[src/ipw_pkg.sv]
// package: register map, field layout, timing counts and carrier types of the interrupt/wake block
package ipw_pkg;

  // ****************************************
  // register indices (byte address = 4 * index)
  // ****************************************
  localparam logic [9:0] IDX_POWER_CONTROL = 10'h087;
  localparam logic [9:0] IDX_PRIO_LOW_BASIC = 10'h0B8;
  localparam logic [9:0] IDX_PRIO_HIGH_BASIC = 10'h0B9;
  localparam logic [9:0] IDX_PRIO_LOW_EXT = 10'h0BA;
  localparam logic [9:0] IDX_PRIO_HIGH_EXT = 10'h0BB;
  localparam logic [9:0] IDX_IRQ_ENABLE = 10'h0C0;
  localparam logic [9:0] IDX_TRIGGER = 10'h0C1;
  localparam logic [9:0] IDX_PORT_WAKE = 10'h0C2;
  localparam logic [9:0] IDX_FLAGS = 10'h0C3;
  localparam logic [9:0] IDX_STATUS = 10'h0C4;

  // ****************************************
  // fields and reset values
  // ****************************************
  localparam int NSRC = 14;
  localparam int POWER_CONTROL_IDLE_BIT = 0;
  localparam int POWER_CONTROL_PD_BIT = 1;
  localparam logic [7:0] POWER_CONTROL_RW_MASK = 8'h8F;
  localparam logic [7:0] PRIO_BASIC_MASK = 8'h3F;
  localparam int ENABLE_GLOBAL_BIT = 15;
  localparam logic [7:0] RST_BYTE = 8'h00;
  localparam logic [31:0] RST_WORD = 32'h0000_0000;
  localparam logic [13:0] RST_SRC = 14'h0000;

  // source numbers, in ascending vector order
  localparam logic [3:0] SRC_PIN0 = 4'h0;
  localparam logic [3:0] SRC_TIMER0 = 4'h1;
  localparam logic [3:0] SRC_PIN1 = 4'h2;
  localparam logic [3:0] SRC_TIMER1 = 4'h3;
  localparam logic [3:0] SRC_UART = 4'h4;
  localparam logic [3:0] SRC_TIMER2 = 4'h5;
  localparam logic [3:0] SRC_TIMER3 = 4'h6;
  localparam logic [3:0] SRC_PORT_CHANGE = 4'h7;
  localparam logic [3:0] SRC_PIN2 = 4'h8;
  localparam logic [3:0] SRC_CONV_TOUCH = 4'h9;
  localparam logic [3:0] SRC_SERIAL_BUS = 4'hA;
  localparam logic [3:0] SRC_LOWVOLT = 4'hB;
  localparam logic [3:0] SRC_COMPARATOR = 4'hC;
  localparam logic [3:0] SRC_PULSE_WIDTH = 4'hD;

  // ****************************************
  // timing counts (system clocks a pin trigger must exceed)
  // ****************************************
  localparam logic [7:0] IDLE_TRIG_CLKS = 8'h01;
  localparam logic [7:0] HALT_TRIG_CLKS = 8'h80;
  localparam logic [7:0] CNT_MAX = 8'hFF;

  // ****************************************
  // types
  // ****************************************
  typedef enum logic [1:0] {
    MODE_RUN = 2'b00,
    MODE_HALT = 2'b01,
    MODE_WAKE = 2'b11,
    MODE_IDLE = 2'b10
  } ipw_mode_t;

  typedef struct packed {
    logic psel;
    logic penable;
    logic pwrite;
    logic [11:0] paddr;
    logic [31:0] pwdata;
  } ipw_apb_req_t;

  typedef struct packed {
    logic pready;
    logic [31:0] prdata;
    logic pslverr;
  } ipw_apb_rsp_t;

  typedef struct packed {
    logic irq_ack;
    logic reti;
    logic next_insn_long;
    logic slot_done;
  } ipw_cpu_in_t;

  typedef struct packed {
    logic irq_req;
    logic [3:0] irq_vec;
    logic [1:0] irq_level;
    logic idle_mode;
    logic halt_mode;
    logic slot_first;
  } ipw_cpu_out_t;

  typedef struct packed {
    ipw_apb_rsp_t apb;
    ipw_cpu_out_t cpu;
    ipw_mode_t mode;
    logic [7:0] power_control;
    logic [7:0] priority_low_basic;
    logic [7:0] priority_high_basic;
    logic [7:0] priority_low_extended;
    logic [7:0] priority_high_extended;
    logic [13:0] src_enable;
    logic global_irq_enable;
    logic [1:0] trigger_type;
    logic [31:0] port_wake_enable;
    logic [13:0] flags;
    logic [3:0] in_service;
    logic [2:0] pin_s1;
    logic [2:0] pin_s2;
    logic [2:0] pin_qual_prev;
    logic [2:0] pin_from_halt;
    logic [23:0] pin_low_cnt;
    logic [31:0] port_s1;
    logic [31:0] port_s2;
    logic [31:0] port_prev;
  } ipw_state_t;

endpackage

[src/ipw_irq_wake.sv]
// interrupt priority arbiter, pin triggering and idle/halt wake-up control with APB registers
//
// The APB slave port was left to the implementer.
`timescale 1ns/1ps
module ipw_irq_wake (
  input wire logic pclk,
  input wire logic presetn,
  input wire ipw_pkg::ipw_apb_req_t apb_req,
  output ipw_pkg::ipw_apb_rsp_t apb_rsp,
  input wire logic ext_irq_pin0,
  input wire logic ext_irq_pin1,
  input wire logic ext_irq_pin2,
  input wire logic [31:0] port_pins,
  input wire logic [9:0] periph_evt,
  input wire ipw_pkg::ipw_cpu_in_t cpu_in,
  output ipw_pkg::ipw_cpu_out_t cpu_out
);

  // ****************************************
  // helpers
  // ****************************************
  function automatic logic [1:0] src_level(input ipw_pkg::ipw_state_t s, input int idx);
    logic [1:0] lvl;
    lvl = 2'b00;
    // sources 0..5 sit on basic bits 0..5
    if (idx < 6)
    begin
      lvl = {s.priority_high_basic[idx], s.priority_low_basic[idx]};
    end
    // sources 6..13 sit on extended bits 0..7
    else
    begin
      lvl = {s.priority_high_extended[idx - 6], s.priority_low_extended[idx - 6]};
    end
    return lvl;
  endfunction

  function automatic logic reg_hit(input logic [11:0] addr, input logic [9:0] idx);
    return (addr[1:0] == 2'b00) && (addr[11:2] == idx);
  endfunction

  function automatic logic addr_mapped(input logic [11:0] addr);
    return reg_hit(addr, ipw_pkg::IDX_POWER_CONTROL) || reg_hit(addr, ipw_pkg::IDX_PRIO_LOW_BASIC) ||
      reg_hit(addr, ipw_pkg::IDX_PRIO_HIGH_BASIC) || reg_hit(addr, ipw_pkg::IDX_PRIO_LOW_EXT) ||
      reg_hit(addr, ipw_pkg::IDX_PRIO_HIGH_EXT) || reg_hit(addr, ipw_pkg::IDX_IRQ_ENABLE) ||
      reg_hit(addr, ipw_pkg::IDX_TRIGGER) || reg_hit(addr, ipw_pkg::IDX_PORT_WAKE) ||
      reg_hit(addr, ipw_pkg::IDX_FLAGS) || reg_hit(addr, ipw_pkg::IDX_STATUS);
  endfunction

  ipw_pkg::ipw_state_t st_r;
  ipw_pkg::ipw_state_t st_nxt;

  assign apb_rsp = st_r.apb;
  assign cpu_out = st_r.cpu;

  // ****************************************
  // next-state logic
  // ****************************************
  always_comb
  begin
    logic [2:0] pin_en;
    logic [2:0] pin_low;
    logic [2:0] pin_qual;
    logic [7:0] thr;
    logic [7:0] cnt;
    logic [13:0] hw_set;
    logic [13:0] sw_clr;
    logic [13:0] pend;
    logic [31:0] port_chg;
    logic [1:0] top_lvl;
    logic any_active;
    logic cand;
    logic [3:0] cand_vec;
    logic [1:0] cand_lvl;
    logic any_pend;
    logic halt_block;
    logic halt_wake;
    logic acc;
    logic wr;
    logic [31:0] rd;
    st_nxt = st_r;
    pin_en = {st_r.src_enable[ipw_pkg::SRC_PIN2], st_r.src_enable[ipw_pkg::SRC_PIN1],
      st_r.src_enable[ipw_pkg::SRC_PIN0]};
    pin_low = ~st_r.pin_s2;
    pin_qual = 3'b000;
    hw_set = ipw_pkg::RST_SRC;
    sw_clr = ipw_pkg::RST_SRC;
    cnt = 8'h00;
    thr = ipw_pkg::IDLE_TRIG_CLKS;

    // pin synchronisers
    st_nxt.pin_s1 = {ext_irq_pin2, ext_irq_pin1, ext_irq_pin0};
    st_nxt.pin_s2 = st_r.pin_s1;
    st_nxt.port_s1 = port_pins;
    st_nxt.port_s2 = st_r.port_s1;
    st_nxt.port_prev = st_r.port_s2;

    // idle/run needs more than one clock low
    // halt needs more than 128 clocks low
    // a low that began in halt keeps the long threshold after the wake it caused
    for (int i = 0; i < 3; i++)
    begin
      thr = (st_r.pin_from_halt[i] || st_r.mode == ipw_pkg::MODE_HALT) ? ipw_pkg::HALT_TRIG_CLKS :
        ipw_pkg::IDLE_TRIG_CLKS;
      st_nxt.pin_from_halt[i] = pin_low[i] && (st_r.pin_from_halt[i] || st_r.mode == ipw_pkg::MODE_HALT);
      cnt = st_r.pin_low_cnt[i * 8 +: 8];
      if (pin_low[i])
      begin
        if (cnt != ipw_pkg::CNT_MAX)
        begin
          cnt = cnt + 8'h01;
        end
      end
      else
      begin
        cnt = 8'h00;
      end
      st_nxt.pin_low_cnt[i * 8 +: 8] = cnt;
      pin_qual[i] = st_r.pin_low_cnt[i * 8 +: 8] > thr;
    end
    st_nxt.pin_qual_prev = pin_qual;

    // pins zero/one: falling edge or low level
    // type 0 level, type 1 edge
    hw_set[ipw_pkg::SRC_PIN0] = st_r.trigger_type[0] ? (pin_qual[0] & ~st_r.pin_qual_prev[0]) : pin_qual[0];
    hw_set[ipw_pkg::SRC_PIN1] = st_r.trigger_type[1] ? (pin_qual[1] & ~st_r.pin_qual_prev[1]) : pin_qual[1];
    hw_set[ipw_pkg::SRC_PIN2] = pin_qual[2] & ~st_r.pin_qual_prev[2];
    // change of any wake-enabled port pin
    port_chg = (st_r.port_s2 ^ st_r.port_prev) & st_r.port_wake_enable;
    hw_set[ipw_pkg::SRC_PORT_CHANGE] = |port_chg;
    hw_set[ipw_pkg::SRC_TIMER0] = periph_evt[0];
    hw_set[ipw_pkg::SRC_TIMER1] = periph_evt[1];
    hw_set[ipw_pkg::SRC_UART] = periph_evt[2];
    hw_set[ipw_pkg::SRC_TIMER2] = periph_evt[3];
    hw_set[ipw_pkg::SRC_TIMER3] = periph_evt[4];
    hw_set[ipw_pkg::SRC_CONV_TOUCH] = periph_evt[5];
    hw_set[ipw_pkg::SRC_SERIAL_BUS] = periph_evt[6];
    hw_set[ipw_pkg::SRC_LOWVOLT] = periph_evt[7];
    hw_set[ipw_pkg::SRC_COMPARATOR] = periph_evt[8];
    hw_set[ipw_pkg::SRC_PULSE_WIDTH] = periph_evt[9];

    // ****************************************
    // arbitration
    // ****************************************
    // individual and global enable both needed
    pend = st_r.global_irq_enable ? (st_r.flags & st_r.src_enable) : ipw_pkg::RST_SRC;
    any_pend = |pend;
    cand = 1'b0;
    cand_vec = 4'h0;
    cand_lvl = 2'b00;
    // two bits, 11 highest, 00 lowest
    // strict greater keeps the lowest vector on ties
    for (int i = 0; i < ipw_pkg::NSRC; i++)
    begin
      if (pend[i] && (!cand || (src_level(st_r, i) > cand_lvl)))
      begin
        cand = 1'b1;
        cand_vec = 4'(i);
        cand_lvl = src_level(st_r, i);
      end
    end
    any_active = |st_r.in_service;
    top_lvl = st_r.in_service[3] ? 2'b11 : st_r.in_service[2] ? 2'b10 : st_r.in_service[1] ? 2'b01 : 2'b00;
    // only a strictly higher level preempts
    if (any_active && (cand_lvl <= top_lvl))
    begin
      cand = 1'b0;
    end

    // acknowledge and return
    if (cpu_in.irq_ack && st_r.cpu.irq_req)
    begin
      sw_clr[st_r.cpu.irq_vec] = 1'b1;
      st_nxt.in_service[st_r.cpu.irq_level] = 1'b1;
    end
    else if (cpu_in.reti && any_active)
    begin
      st_nxt.in_service[top_lvl] = 1'b0;
    end

    // ****************************************
    // APB slave
    // ****************************************
    acc = apb_req.psel && apb_req.penable;
    wr = acc && st_r.apb.pready && apb_req.pwrite;
    st_nxt.apb.pready = acc && !st_r.apb.pready;
    st_nxt.apb.pslverr = acc && !st_r.apb.pready && !addr_mapped(apb_req.paddr);
    rd = ipw_pkg::RST_WORD;
    if (reg_hit(apb_req.paddr, ipw_pkg::IDX_POWER_CONTROL))
    begin
      rd[7:0] = st_r.power_control;
    end
    if (reg_hit(apb_req.paddr, ipw_pkg::IDX_PRIO_LOW_BASIC))
    begin
      rd[7:0] = st_r.priority_low_basic;
    end
    if (reg_hit(apb_req.paddr, ipw_pkg::IDX_PRIO_HIGH_BASIC))
    begin
      rd[7:0] = st_r.priority_high_basic;
    end
    if (reg_hit(apb_req.paddr, ipw_pkg::IDX_PRIO_LOW_EXT))
    begin
      rd[7:0] = st_r.priority_low_extended;
    end
    if (reg_hit(apb_req.paddr, ipw_pkg::IDX_PRIO_HIGH_EXT))
    begin
      rd[7:0] = st_r.priority_high_extended;
    end
    if (reg_hit(apb_req.paddr, ipw_pkg::IDX_IRQ_ENABLE))
    begin
      rd[ipw_pkg::ENABLE_GLOBAL_BIT] = st_r.global_irq_enable;
      rd[13:0] = st_r.src_enable;
    end
    if (reg_hit(apb_req.paddr, ipw_pkg::IDX_TRIGGER))
    begin
      rd[1:0] = st_r.trigger_type;
    end
    if (reg_hit(apb_req.paddr, ipw_pkg::IDX_PORT_WAKE))
    begin
      rd = st_r.port_wake_enable;
    end
    if (reg_hit(apb_req.paddr, ipw_pkg::IDX_FLAGS))
    begin
      rd[13:0] = st_r.flags;
    end
    if (reg_hit(apb_req.paddr, ipw_pkg::IDX_STATUS))
    begin
      rd[11:0] = {st_r.in_service, st_r.pin_s2, ~pin_en & 3'b000, st_r.mode};
    end
    if (acc && !st_r.apb.pready)
    begin
      st_nxt.apb.prdata = apb_req.pwrite ? ipw_pkg::RST_WORD : rd;
    end

    halt_block = |(pin_low & pin_en);
    if (wr)
    begin
      if (reg_hit(apb_req.paddr, ipw_pkg::IDX_POWER_CONTROL))
      begin
        st_nxt.power_control = apb_req.pwdata[7:0] & ipw_pkg::POWER_CONTROL_RW_MASK;
        // power-down refused while an enabled pin is low
        if (halt_block)
        begin
          st_nxt.power_control[ipw_pkg::POWER_CONTROL_PD_BIT] = 1'b0;
        end
      end
      if (reg_hit(apb_req.paddr, ipw_pkg::IDX_PRIO_LOW_BASIC))
      begin
        st_nxt.priority_low_basic = apb_req.pwdata[7:0] & ipw_pkg::PRIO_BASIC_MASK;
      end
      if (reg_hit(apb_req.paddr, ipw_pkg::IDX_PRIO_HIGH_BASIC))
      begin
        st_nxt.priority_high_basic = apb_req.pwdata[7:0] & ipw_pkg::PRIO_BASIC_MASK;
      end
      if (reg_hit(apb_req.paddr, ipw_pkg::IDX_PRIO_LOW_EXT))
      begin
        st_nxt.priority_low_extended = apb_req.pwdata[7:0];
      end
      if (reg_hit(apb_req.paddr, ipw_pkg::IDX_PRIO_HIGH_EXT))
      begin
        st_nxt.priority_high_extended = apb_req.pwdata[7:0];
      end
      if (reg_hit(apb_req.paddr, ipw_pkg::IDX_IRQ_ENABLE))
      begin
        st_nxt.global_irq_enable = apb_req.pwdata[ipw_pkg::ENABLE_GLOBAL_BIT];
        st_nxt.src_enable = apb_req.pwdata[13:0];
      end
      if (reg_hit(apb_req.paddr, ipw_pkg::IDX_TRIGGER))
      begin
        st_nxt.trigger_type = apb_req.pwdata[1:0];
      end
      if (reg_hit(apb_req.paddr, ipw_pkg::IDX_PORT_WAKE))
      begin
        st_nxt.port_wake_enable = apb_req.pwdata;
      end
      // writing 0 clears a flag, 1 leaves it
      if (reg_hit(apb_req.paddr, ipw_pkg::IDX_FLAGS))
      begin
        sw_clr = sw_clr | ~apb_req.pwdata[13:0];
      end
    end

    // hardware set wins over any clear
    st_nxt.flags = (st_r.flags & ~sw_clr) | hw_set;

    // ****************************************
    // power mode control
    // ****************************************
    // enabled pins, wake-enabled port change and enabled timer3 only
    // enabled pin wakes without global enable
    // port wake needs only its wake enable
    halt_wake = (|(pin_low & pin_en)) || (|port_chg) ||
      (st_r.src_enable[ipw_pkg::SRC_TIMER3] && st_r.flags[ipw_pkg::SRC_TIMER3]);
    st_nxt.cpu.slot_first = st_r.cpu.slot_first && !cpu_in.slot_done;
    unique case (st_r.mode)
      ipw_pkg::MODE_RUN:
      begin
        if (st_r.power_control[ipw_pkg::POWER_CONTROL_PD_BIT])
        begin
          st_nxt.mode = ipw_pkg::MODE_HALT;
        end
        else if (st_r.power_control[ipw_pkg::POWER_CONTROL_IDLE_BIT])
        begin
          st_nxt.mode = ipw_pkg::MODE_IDLE;
        end
      end
      ipw_pkg::MODE_IDLE:
      begin
        if (any_pend)
        begin
          st_nxt.mode = ipw_pkg::MODE_RUN;
          st_nxt.power_control[ipw_pkg::POWER_CONTROL_IDLE_BIT] = 1'b0;
        end
      end
      ipw_pkg::MODE_HALT:
      begin
        if (halt_wake)
        begin
          st_nxt.mode = ipw_pkg::MODE_WAKE;
          st_nxt.power_control[ipw_pkg::POWER_CONTROL_PD_BIT] = 1'b0;
        end
      end
      ipw_pkg::MODE_WAKE:
      begin
        // one-cycle (not long) next instruction runs before service
        st_nxt.mode = ipw_pkg::MODE_RUN;
        st_nxt.cpu.slot_first = !cpu_in.next_insn_long;
      end
    endcase
    st_nxt.cpu.idle_mode = (st_nxt.mode == ipw_pkg::MODE_IDLE);
    st_nxt.cpu.halt_mode = (st_nxt.mode == ipw_pkg::MODE_HALT) || (st_nxt.mode == ipw_pkg::MODE_WAKE);

    // idle exit requests service in the same cycle
    st_nxt.cpu.irq_req = cand && !st_nxt.cpu.halt_mode && !st_nxt.cpu.slot_first &&
      !(cpu_in.irq_ack && st_r.cpu.irq_req) && (st_r.mode != ipw_pkg::MODE_IDLE || any_pend);
    st_nxt.cpu.irq_vec = cand_vec;
    st_nxt.cpu.irq_level = cand_lvl;
  end

  // ****************************************
  // state register
  // ****************************************
  always_ff @(posedge pclk or negedge presetn)
  begin
    if (!presetn)
    begin
      st_r <= '0;
      st_r.mode <= ipw_pkg::MODE_RUN;
      st_r.pin_s1 <= 3'b111;
      st_r.pin_s2 <= 3'b111;
      st_r.pin_qual_prev <= 3'b000;
    end
    else
    begin
      st_r <= st_nxt;
    end
  end

endmodule

[config.mk]
export PLATFORM = sky130hd
export DESIGN_NAME = ipw_irq_wake
export DESIGN_NICKNAME = d
export VERILOG_FILES = /design/src/ipw_pkg.sv /design/src/ipw_irq_wake.sv
export SDC_FILE = /design/constraint.sdc
export NUM_CORES = 1
export LEC_CHECK = 0
export ABC_AREA = 1
export BUFFER_PORTS_ARGS = -buffer_cell sky130_fd_sc_hd__buf_2
export CORE_MARGIN = 2
export CORE_UTILIZATION = 45
export CTS_BUF_LIST = sky130_fd_sc_hd__clkbuf_4
export DETAILED_ROUTE_END_ITERATION = 6
export PLACE_DENSITY = 0.64
export SYNTH_ARGS = -nofsm -noshare
export SYNTH_HDL_FRONTEND = slang
export SYNTH_SLANG_ARGS = --single-unit
export TNS_END_PERCENT = 50
[constraint.sdc]
create_clock -name pclk -period 15.97 [get_ports pclk]
set_clock_uncertainty 0.15 [all_clocks]
set_input_delay 0.7985 -clock pclk [delete_from_list [all_inputs] [get_ports pclk]]
set_output_delay 0.7985 -clock pclk [all_outputs]
set_load 0.01 [all_outputs]
# == Word-level counts from Yosys, hierarchy flattened ==
# Cells that the tools add are included.
# totals
memories,0
word_cells,307
reg_bits,278
latchBits,0
out_inout_bits,44
rom_bits,0
mem_bits_rw,0
# classes
add_sub_neg,3
mux,100
order_cmp,23
div_mod_pow,0
bitwise_logic,19
n_eq_ne,23
reduce_logical,107
n_shift,0
mul,0
# op_table
cell,count
2-to-1 mux 8 bit,16
"== test 10 x 8 -> 1 bit, second input constant",10
2-to-1 mux 32 bit,3
2-to-1 mux 14 bit,6
2-to-1 mux 83 bit,1
2-to-1 mux 4 bit,14
2-to-1 mux 2 bit,23
logical AND 1 bit,43
bitwise AND 32 bit,1
OR reduction 32 bit,1
XOR 32 bit,1
logical OR 1 bit,29
2-to-1 mux 1 bit,29
bitwise AND 14 bit,2
NOT 14 bit,2
OR 14 bit,2
> comparator 2 bit,13
"adder 8 x 1 -> 8 bit, second input constant",3
> comparator 8 bit,3
"inequality test 8 bit, second input constant",3
logical NOT 1 bit,20
AND reduction 2 bit,8
2-to-1 mux 15 bit,1
OR reduction 14 bit,1
other kinds (25),40

# == Longest topological paths before layout ==
# Gate-level depths: netlist of the first run.
# logic_depth
word_depth,62
ltp_mapped,112
mapped_depth_nobuf,111

# == Worst setup path after synthesis of the first run ==
# Ideal clock, no wire load.
# synth_timing
path_type,flip-flop to flip-flop
from,register st_r[184] in the netlist's numbering
to,register st_r (netlist bit cpu_out[9])
setup_ns,0.125
path_slack_ns,2.196
path_stages_with_launch,107
n_path_buf,1
t_required_ns,15.695
arrival_ns,13.499
path_cell_list,dfrtp_1 > buf_6 > nand3_4 > nor2_1 > inv_1 > ha_1 > nand2_1 > nand2_1 > nand2_1 > nand2_1 > nand2_1 > nand2_1 > and2_1 > ha_1 > inv_1 > nor2_1 > o21ai_0 > nand2_1 > (+71 left out) > nand2_4 > nand2_4 > nand2_1 > nand2_1 > ha_1 > inv_1 > nor2_1 > o21ai_0 > nand2_1 > nand2_1 > inv_1 > nand2_1 > nand2_1 > ha_1 > inv_1 > nor2_1 > o21ai_0 > a2111oi_0
# synth_rtl
item,line,rtl
start: declaration,ipw_irq_wake.sv:50,ipw_pkg::ipw_state_t st_r;
start signal: assignment,ipw_irq_wake.sv:355,st_r <= st_nxt;

==> results of run 1 <==
## state kept, by name (all words and copies together), names as in the netlist
signal and flops:
apb_rsp 34, cpu_out 10, st_nxt 67, st_r 167
## synth_stat cells (all sizes together), types with 2 or more instances
master / n / area (um^2)
nand3: 89 / 513
a31oi: 2 / 12.5
or2: 12 / 75.1
o22ai: 12 / 75.1
mux2i: 4 / 40.0
o21a: 4 / 30.0
xnor2: 3 / 26.3
a211oi: 5 / 37.5
a31o: 11 / 96.3
xor2: 4 / 35.0
clkbuf: 29 / 109
nand4: 18 / 113
inv: 198 / 748
dfstp: 6 / 158
a21oi: 30 / 150
o221ai: 13 / 114
o2111ai: 5 / 43.8
nor4: 11 / 68.8
ha: 30 / 375
o21ai: 205 / 1030
nor2: 90 / 338
buf: 46 / 345
mux2: 17 / 191
nand2: 276 / 1110
dfrtp: 272 / 6810
nor3: 19 / 111
a221oi: 6 / 52.6
o211ai: 2 / 15.0
and2: 4 / 25.0
a32o: 4 / 40.0
o31ai: 3 / 22.5
## cell type report
| cell class | count | area share, % |
|---|---|---|
| Tap cell | 384 | 3.19 |
| Clock buffer | 119 | 5.93 |
| Antenna cell | 1 | 0.0166 |
| Timing Repair Buffer | 179 | 7.09 |
| Clock inverter | 11 | 0.481 |
| Multi-Input combinational cell | 885 | 32.1 |
| Sequential cell | 278 | 46.2 |
| Inverter | 199 | 4.99 |
## metal layers
layer	routed length [um]	vias to the layer above	part of all wire (%)	global-route usage, %
li1	-	5152	-	-
met1	15000	5025	44	30.5
met2	15300	357	45	35.3
met3	2310	84	6.8	5.22
met4	1200	0	3.6	10.4
met5	0	-	0	0
## layout by cell type (no fill, tap or decap), types with 6 or more instances in the layout
cell type and instances:
a21oi_1 30, a221oi_1 6, a31o_2 11, buf_2 140
buf_4 11, clkbuf_4 119, clkinv_1 6, dfrtp_1 269
dfstp_2 6, dlygate4sd3_1 27, ha_1 30, inv_1 196
mux2_2 17, nand2_1 252, nand2_2 20, nand3_1 77
nand3_2 11, nand4_1 18, nor2_1 90, nor3_1 17
nor4_1 11, o21ai_0 191, o21ai_1 8, o221ai_1 13
o22ai_1 12, or2_2 11
## repair_timing
item,4_1_cts,5_1_grt
resized for setup,0,25
buffers inserted,0,3
hold buffers,21,6
endpoints found under the hold margin,21,6
endpoints found under the setup margin,0,7
## power by group through the flow
stage               registers [uW]  clock network [uW]  logic, uW
detailed placement             744                   0       58.8
global placement               743                   0       58.2
CTS                            731                 657       63.0
finish                         731                 637       63.0
floorplan                      741                   0       21.2
global route                   732                 699       71.1
## metrics by stage
step	instance area, um^2	setup slack, ns	TNS [ns]
after CTS	14900	0.183	0
after floorplan	13000	2.20	0
after global placement	13800	1.08	0
after detailed placement	13800	0.229	0
final	15100	0.954	0
after global routing	15100	-0.110	-0.110
## worst paths after layout
check,start,end,slack (ns)
worst max-delay path,st_r[184],cpu_out[9],0.95
max in group asynchronous,presetn,st_r[136],14.02
worst min register to register,st_nxt[37],st_nxt[5],0.18
worst max register to register,st_r[184],cpu_out[9],0.95
min in group pclk,ext_irq_pin1,st_nxt[127],0.07
worst min-delay path,presetn,st_r[203],0.04
## kinds of logic after synthesis
group,synth area share [%]
simple gates,18.3
compound gates,13.6
flops,53.7
buf+inv,9.30
fa+ha+maj,2.90
mux,1.79
xor+xnor,0.473
==> impl_metrics.env, run 1 <==
export IMPL_num_fill_cells=2689
export IMPL_drive_gt1_share_pct=22.4
export IMPL_p_sw_uw=347
export IMPL_clock_latency_ns=0.71
export IMPL_crit_slowest_cell="dfrtp_2"
export IMPL_finalCriticalPeriod_ns=15.02
export IMPL_overflow=0
export IMPL_max_freq_mhz=66.6
export IMPL_avgSynthCellArea_um2=9.02
export IMPL_multiInputGateArea_um2=4840
export IMPL_cp_depth=108
export IMPL_slew_headroom_pct=30.0
export IMPL_cts_num_sinks=278
export IMPL_cpPeakStageDelay_ns=0.43
export IMPL_dieArea_um2=30200
export IMPL_cp_required_ns=16.39
export IMPL_crit_path_frequent_cell="nand2_1"
export IMPL_synth_edf_count=0
export IMPL_worst_setup_path_type="reg2reg"
export IMPL_setup_viol=0
export IMPL_yosys_warnings=0
export IMPL_switching_share_pct=24.2
export IMPL_internal_power_uw=1080
export IMPL_vias=10618
export IMPL_cp_max_fo=7
export IMPL_grt_pass1_wl_um=54300
export IMPL_ys_types=51
export IMPL_rows=62
export IMPL_slew_viol_final=0
export IMPL_syn_nets=1565
export IMPL_grt_total_usage_pct=22.7
export IMPL_p_total_uw=1430
export IMPL_p_leak_uw=0.00755
export IMPL_drc=0
export IMPL_final_hold_viol_count=0
export IMPL_hpwl_um=24100
export IMPL_cp_top_family="simple AND/OR/NAND/NOR gates"
export IMPL_place_port_buffers=141
export IMPL_fin_cells=2056
export IMPL_seq_area_frac_synth_pct=53.7
export IMPL_tightest_slew_ns=1.04
export IMPL_critPathLaunchType="flop"
export IMPL_irDropWorstVdd_mv=0.0614
export IMPL_gp_congestion=0.921
export IMPL_core_um2=28500
export IMPL_cts_buffer_depth=3
export IMPL_critPathCaptureType="flop"
export IMPL_max_cap_violations=0
export IMPL_die_width_um=174
export IMPL_hold_path_class="in2async"
export IMPL_path_buf_inv=14
export IMPL_clkTransAtPathRegs_ns=0.07
export IMPL_synthArstFlopShare_pct=100
export IMPL_cts_max_level=3
export IMPL_antenna_found_initial=1
export IMPL_combPwrFrac_pct=4.4
export IMPL_nets=1747
export IMPL_synth_flop_cell="dfrtp_1"
export IMPL_die_height_um=174
export IMPL_syn_area_um2=13000
export IMPL_start_util_pct=45.4
export IMPL_routedWlPerCell_um=16.4
export IMPL_via_per_inst=5.16
export IMPL_ant_nets=0
export IMPL_cts_tree="built"
export IMPL_syn_instance_count=1437
export IMPL_fin_crit_sh_pct=94.0
export IMPL_arrival_ns=15.44
export IMPL_whs_ns=0.0435
export IMPL_status="completed"
export IMPL_syn_to_final_growth_pct=16.3
export IMPL_area_sequential_um2=6970
export IMPL_grt_pass1_vias=10501
export IMPL_ff2ff_path_depth=108
export IMPL_power_density_nw_per_um2=94.9
export IMPL_ios=142
export IMPL_placed_cells=1895
export IMPL_totalWireLength_um=33800
export IMPL_cts_root_buf="clkbuf_4"
export IMPL_final_util_pct=52.8
export IMPL_initialDrtViolationCount=849
export IMPL_power_frac_seq_pct=51.1
export IMPL_drtPass1Iterations=5
export IMPL_synth_seq_cells=278
export IMPL_numCtsBuffers=76
export IMPL_pwr_share_clk_pct=44.5
export IMPL_grt_max_degree=128
Note: power is estimated with default switching activity, not from simulation.
==> run 2, diff against run 1 <==
- ABC_AREA: 1 -> unset
- CORE_UTILIZATION: 45 -> 60
- PLACE_DENSITY: 0.64 -> 0.81
==> run 2 against run 1 <==
Against the previous run: the flow now finishes with violations (negative hold slack); sequential power barely moved; sequential share of layout area is 1.8 points higher; power is 2.8% lower; largest cell class unchanged.
==> impl_metrics.env, run 2 <==
export IMPL_routedWlPerCell_um=20.7
export IMPL_cpPeakStageDelay_ns=0.39
export IMPL_ant_nets=0
export IMPL_final_common_cell="dfrtp_1"
export IMPL_rr_endpoint="cpu_out[9]"
export IMPL_die_width_um=149
export IMPL_antenna_found_initial=1
export IMPL_clock_latency_ns=0.71
export IMPL_synth_top_area_share_pct=54.1
export IMPL_cp_required_ns=16.40
export IMPL_cts_buffer_depth=3
export IMPL_synth_top_cell_by_area="dfrtp_1"
export IMPL_ios=142
export IMPL_whs_ns=-0.0160
export IMPL_p_total_uw=1390
export IMPL_core_um2=20400
export IMPL_critPathCaptureType="flop"
export IMPL_largest_reg_flops=167
export IMPL_start_util_pct=61.6
export IMPL_crit_end="cpu_out[9]"
export IMPL_pwr_share_clk_pct=43.1
export IMPL_synthTopCellsByCount="dfrtp_1, nand2_1, mux2_2, nor2_1, o21ai_0"
export IMPL_vias=9817
export IMPL_crit_slowest_cell="dfrtp_1"
export IMPL_gp_congestion=0.974
export IMPL_hold_path_class="in2async"
export IMPL_cp_top_family="compound AO/OA/AOI/OAI gates"
export IMPL_tightest_slew_ns=1.15
export IMPL_startpoint="st_r[136]"
export IMPL_placed_cells=1441
export IMPL_fin_cells=1583
export IMPL_grt_max_degree=112
export IMPL_worst_setup_path_type="reg2reg"
export IMPL_arrival_ns=15.99
export IMPL_final_hold_viol_count=10
export IMPL_layout_common_cells="dfrtp_1, buf_2, clkbuf_4"
export IMPL_drive_gt1_share_pct=31.7
export IMPL_syn_to_final_growth_pct=15.4
export IMPL_seq_area_frac_synth_pct=55.4
export IMPL_rows=52
export IMPL_cts_tree="built"
export IMPL_ys_types=82
export IMPL_use_met1_pct=40.2
export IMPL_crit_path_frequent_cell="ha_1"
export IMPL_drtPass1Iterations=6
export IMPL_setup_viol=0
export IMPL_synthArstFlopShare_pct=100
export IMPL_cp_max_fo=5
export IMPL_nets=1398
export IMPL_cts_hold_buf=0
export IMPL_largest_register="st_r"
export IMPL_synth_flop_cell="dfrtp_1"
export IMPL_fin_area_um2=14500
export IMPL_cp_depth=86
export IMPL_ff2ff_path_depth=86
export IMPL_r2r_start="st_r[136]"
export IMPL_path_buf_inv=2
export IMPL_via_per_inst=6.20
export IMPL_syn_area_um2=12600
export IMPL_yosys_warnings=0
export IMPL_clkTransAtPathRegs_ns=0.07
export IMPL_grt_pass1_vias=9648
export IMPL_fin_crit_sh_pct=97.5
export IMPL_p_leak_uw=0.00706
export IMPL_p_sw_uw=335
export IMPL_die_height_um=149
export IMPL_hpwl_um=22700
export IMPL_avgSynthCellArea_um2=11.5
export IMPL_grt_busiest_layer="met2"
export IMPL_overflow=0
export IMPL_power_frac_seq_pct=52.7
export IMPL_grt_pass1_wl_um=51200
export IMPL_synth_most_common_cell="dfrtp_1"
export IMPL_cts_num_sinks=278
export IMPL_grtUsageMet2_pct=47.2
export IMPL_place_port_buffers=141
export IMPL_combPwrFrac_pct=4.2
export IMPL_switching_share_pct=24.1
export IMPL_synth_seq_cells=278
export IMPL_power_density_nw_per_um2=95.8
export IMPL_critPathLaunchType="flop"
export IMPL_max_freq_mhz=64.2
export IMPL_synth_edf_count=0
export IMPL_slew_headroom_pct=23.1
export IMPL_drc=0
export IMPL_totalWireLength_um=32700
export IMPL_r2r_slack_ns=0.41
export IMPL_irDropWorstVdd_mv=0.0784
export IMPL_initialDrtViolationCount=825
export IMPL_slew_viol_final=0
export IMPL_grt_total_usage_pct=30.2
export IMPL_cts_max_level=3
export IMPL_max_cap_violations=0
export IMPL_violations="negative hold slack"
export IMPL_finalCriticalPeriod_ns=15.56
export IMPL_syn_nets=1219
export IMPL_status="finished with violations"
export IMPL_syn_instance_count=1091
export IMPL_placed_area_um2=13300
export IMPL_dieArea_um2=22100
export IMPL_cts_root_buf="clkbuf_4"
export IMPL_numCtsBuffers=71
export IMPL_synth_area_top_cells="dfrtp_1, mux2_2, ha_1"
export IMPL_use_met3_pct=7.25
export IMPL_internal_power_uw=1050
-- run 2: cell count changes in the layout (fill, tap and decap cells not counted), sizes merged, moves of 16 or more --
cell         previous run  this run
o21ai                 205        64
nand2b                  0        16
clkbuf                119        96
nand3                  89        17
nor2                   90        65
and3                    1        20
dlygate4sd3            27         0
inv                   203        33
a22o                    0        22
nand2                 276        87
buf                   152       179
xor2                    4        37
a22oi                   0        24
mux2                   17        67
-- run 2: cells by family after synthesis --
family	synth area share, %
flops	55.4
fa+ha+maj	3.33
compound gates	15.2
simple gates	11.3
xor+xnor	2.79
mux	7.54
buf+inv	4.49
-- run 2: layer usage --
metal	routed length [um]	share of wire (%)	vias up
li1	-	-	4338
met1	12900	39	4823
met2	15400	47	530
met3	2980	9.1	126
met4	1480	4.5	0
met5	0	0	-
-- run 2: final cells by class --
type	count	area, um^2
inverter	31	116
clock inverter	18	149
sequential	278	6960
tap	270	338
multi-input combinational	709	5220
timing repair buffer	179	1000
fill	1455	5910
clock buffer	96	721
antenna	2	5.00
-- run 2: worst min-delay path by stage --
stage,from,endpoint,slack [ns],cells past startpoint
after floorplan,st_nxt[32],st_nxt[0],0.18,0
after global placement,st_nxt[59],st_nxt[27],0.18,0
after detailed placement,st_nxt[35],st_nxt[3],0.19,0
after CTS,port_pins[28],st_nxt[60],0.01,1
after global routing,ext_irq_pin1,st_nxt[127],0.01,1
final,presetn,st_r[183],-0.02,1
-- run 2: power groups by stage --
stage          Clock, uW  Combinational [uW]  Sequential (uW)
3_3_place_gp           0                56.7              744
3_5_place_dp           0                58.3              746
6_report             599                58.6              733
5_1_grt              648                65.6              734
2_1_floorplan          0                23.5              742
4_1_cts              611                59.0              733
-- run 2: worst register-to-register path, delay by kind of cell, from the launching register on --
family	cells	cell delay [ns]
DFF	1	0.39
muxes	1	0.33
adders and majority gates	17	4.65
buffers and inverters	2	0.13
and+or+nand+nor	21	2.14
AOI/OAI and AO/OA	45	7.59
-- run 2: metrics by stage --
step | TNS, ns | utilization, % | worst slack, ns
floorplan | 0 | - | 0.561
global placement | 0 | 65.0 | 0.0801
detailed placement | -0.950 | 65.0 | -0.712
CTS | 0 | 69.6 | 0.0284
global route | -0.333 | 71.0 | -0.333
finish | 0 | 71.0 | 0.405
-- run 2: what timing repair did --
action,CTS,global route
setup endpoints to repair,5,7
pin swaps,6,32
buffers inserted,4,22
resized for setup,12,35
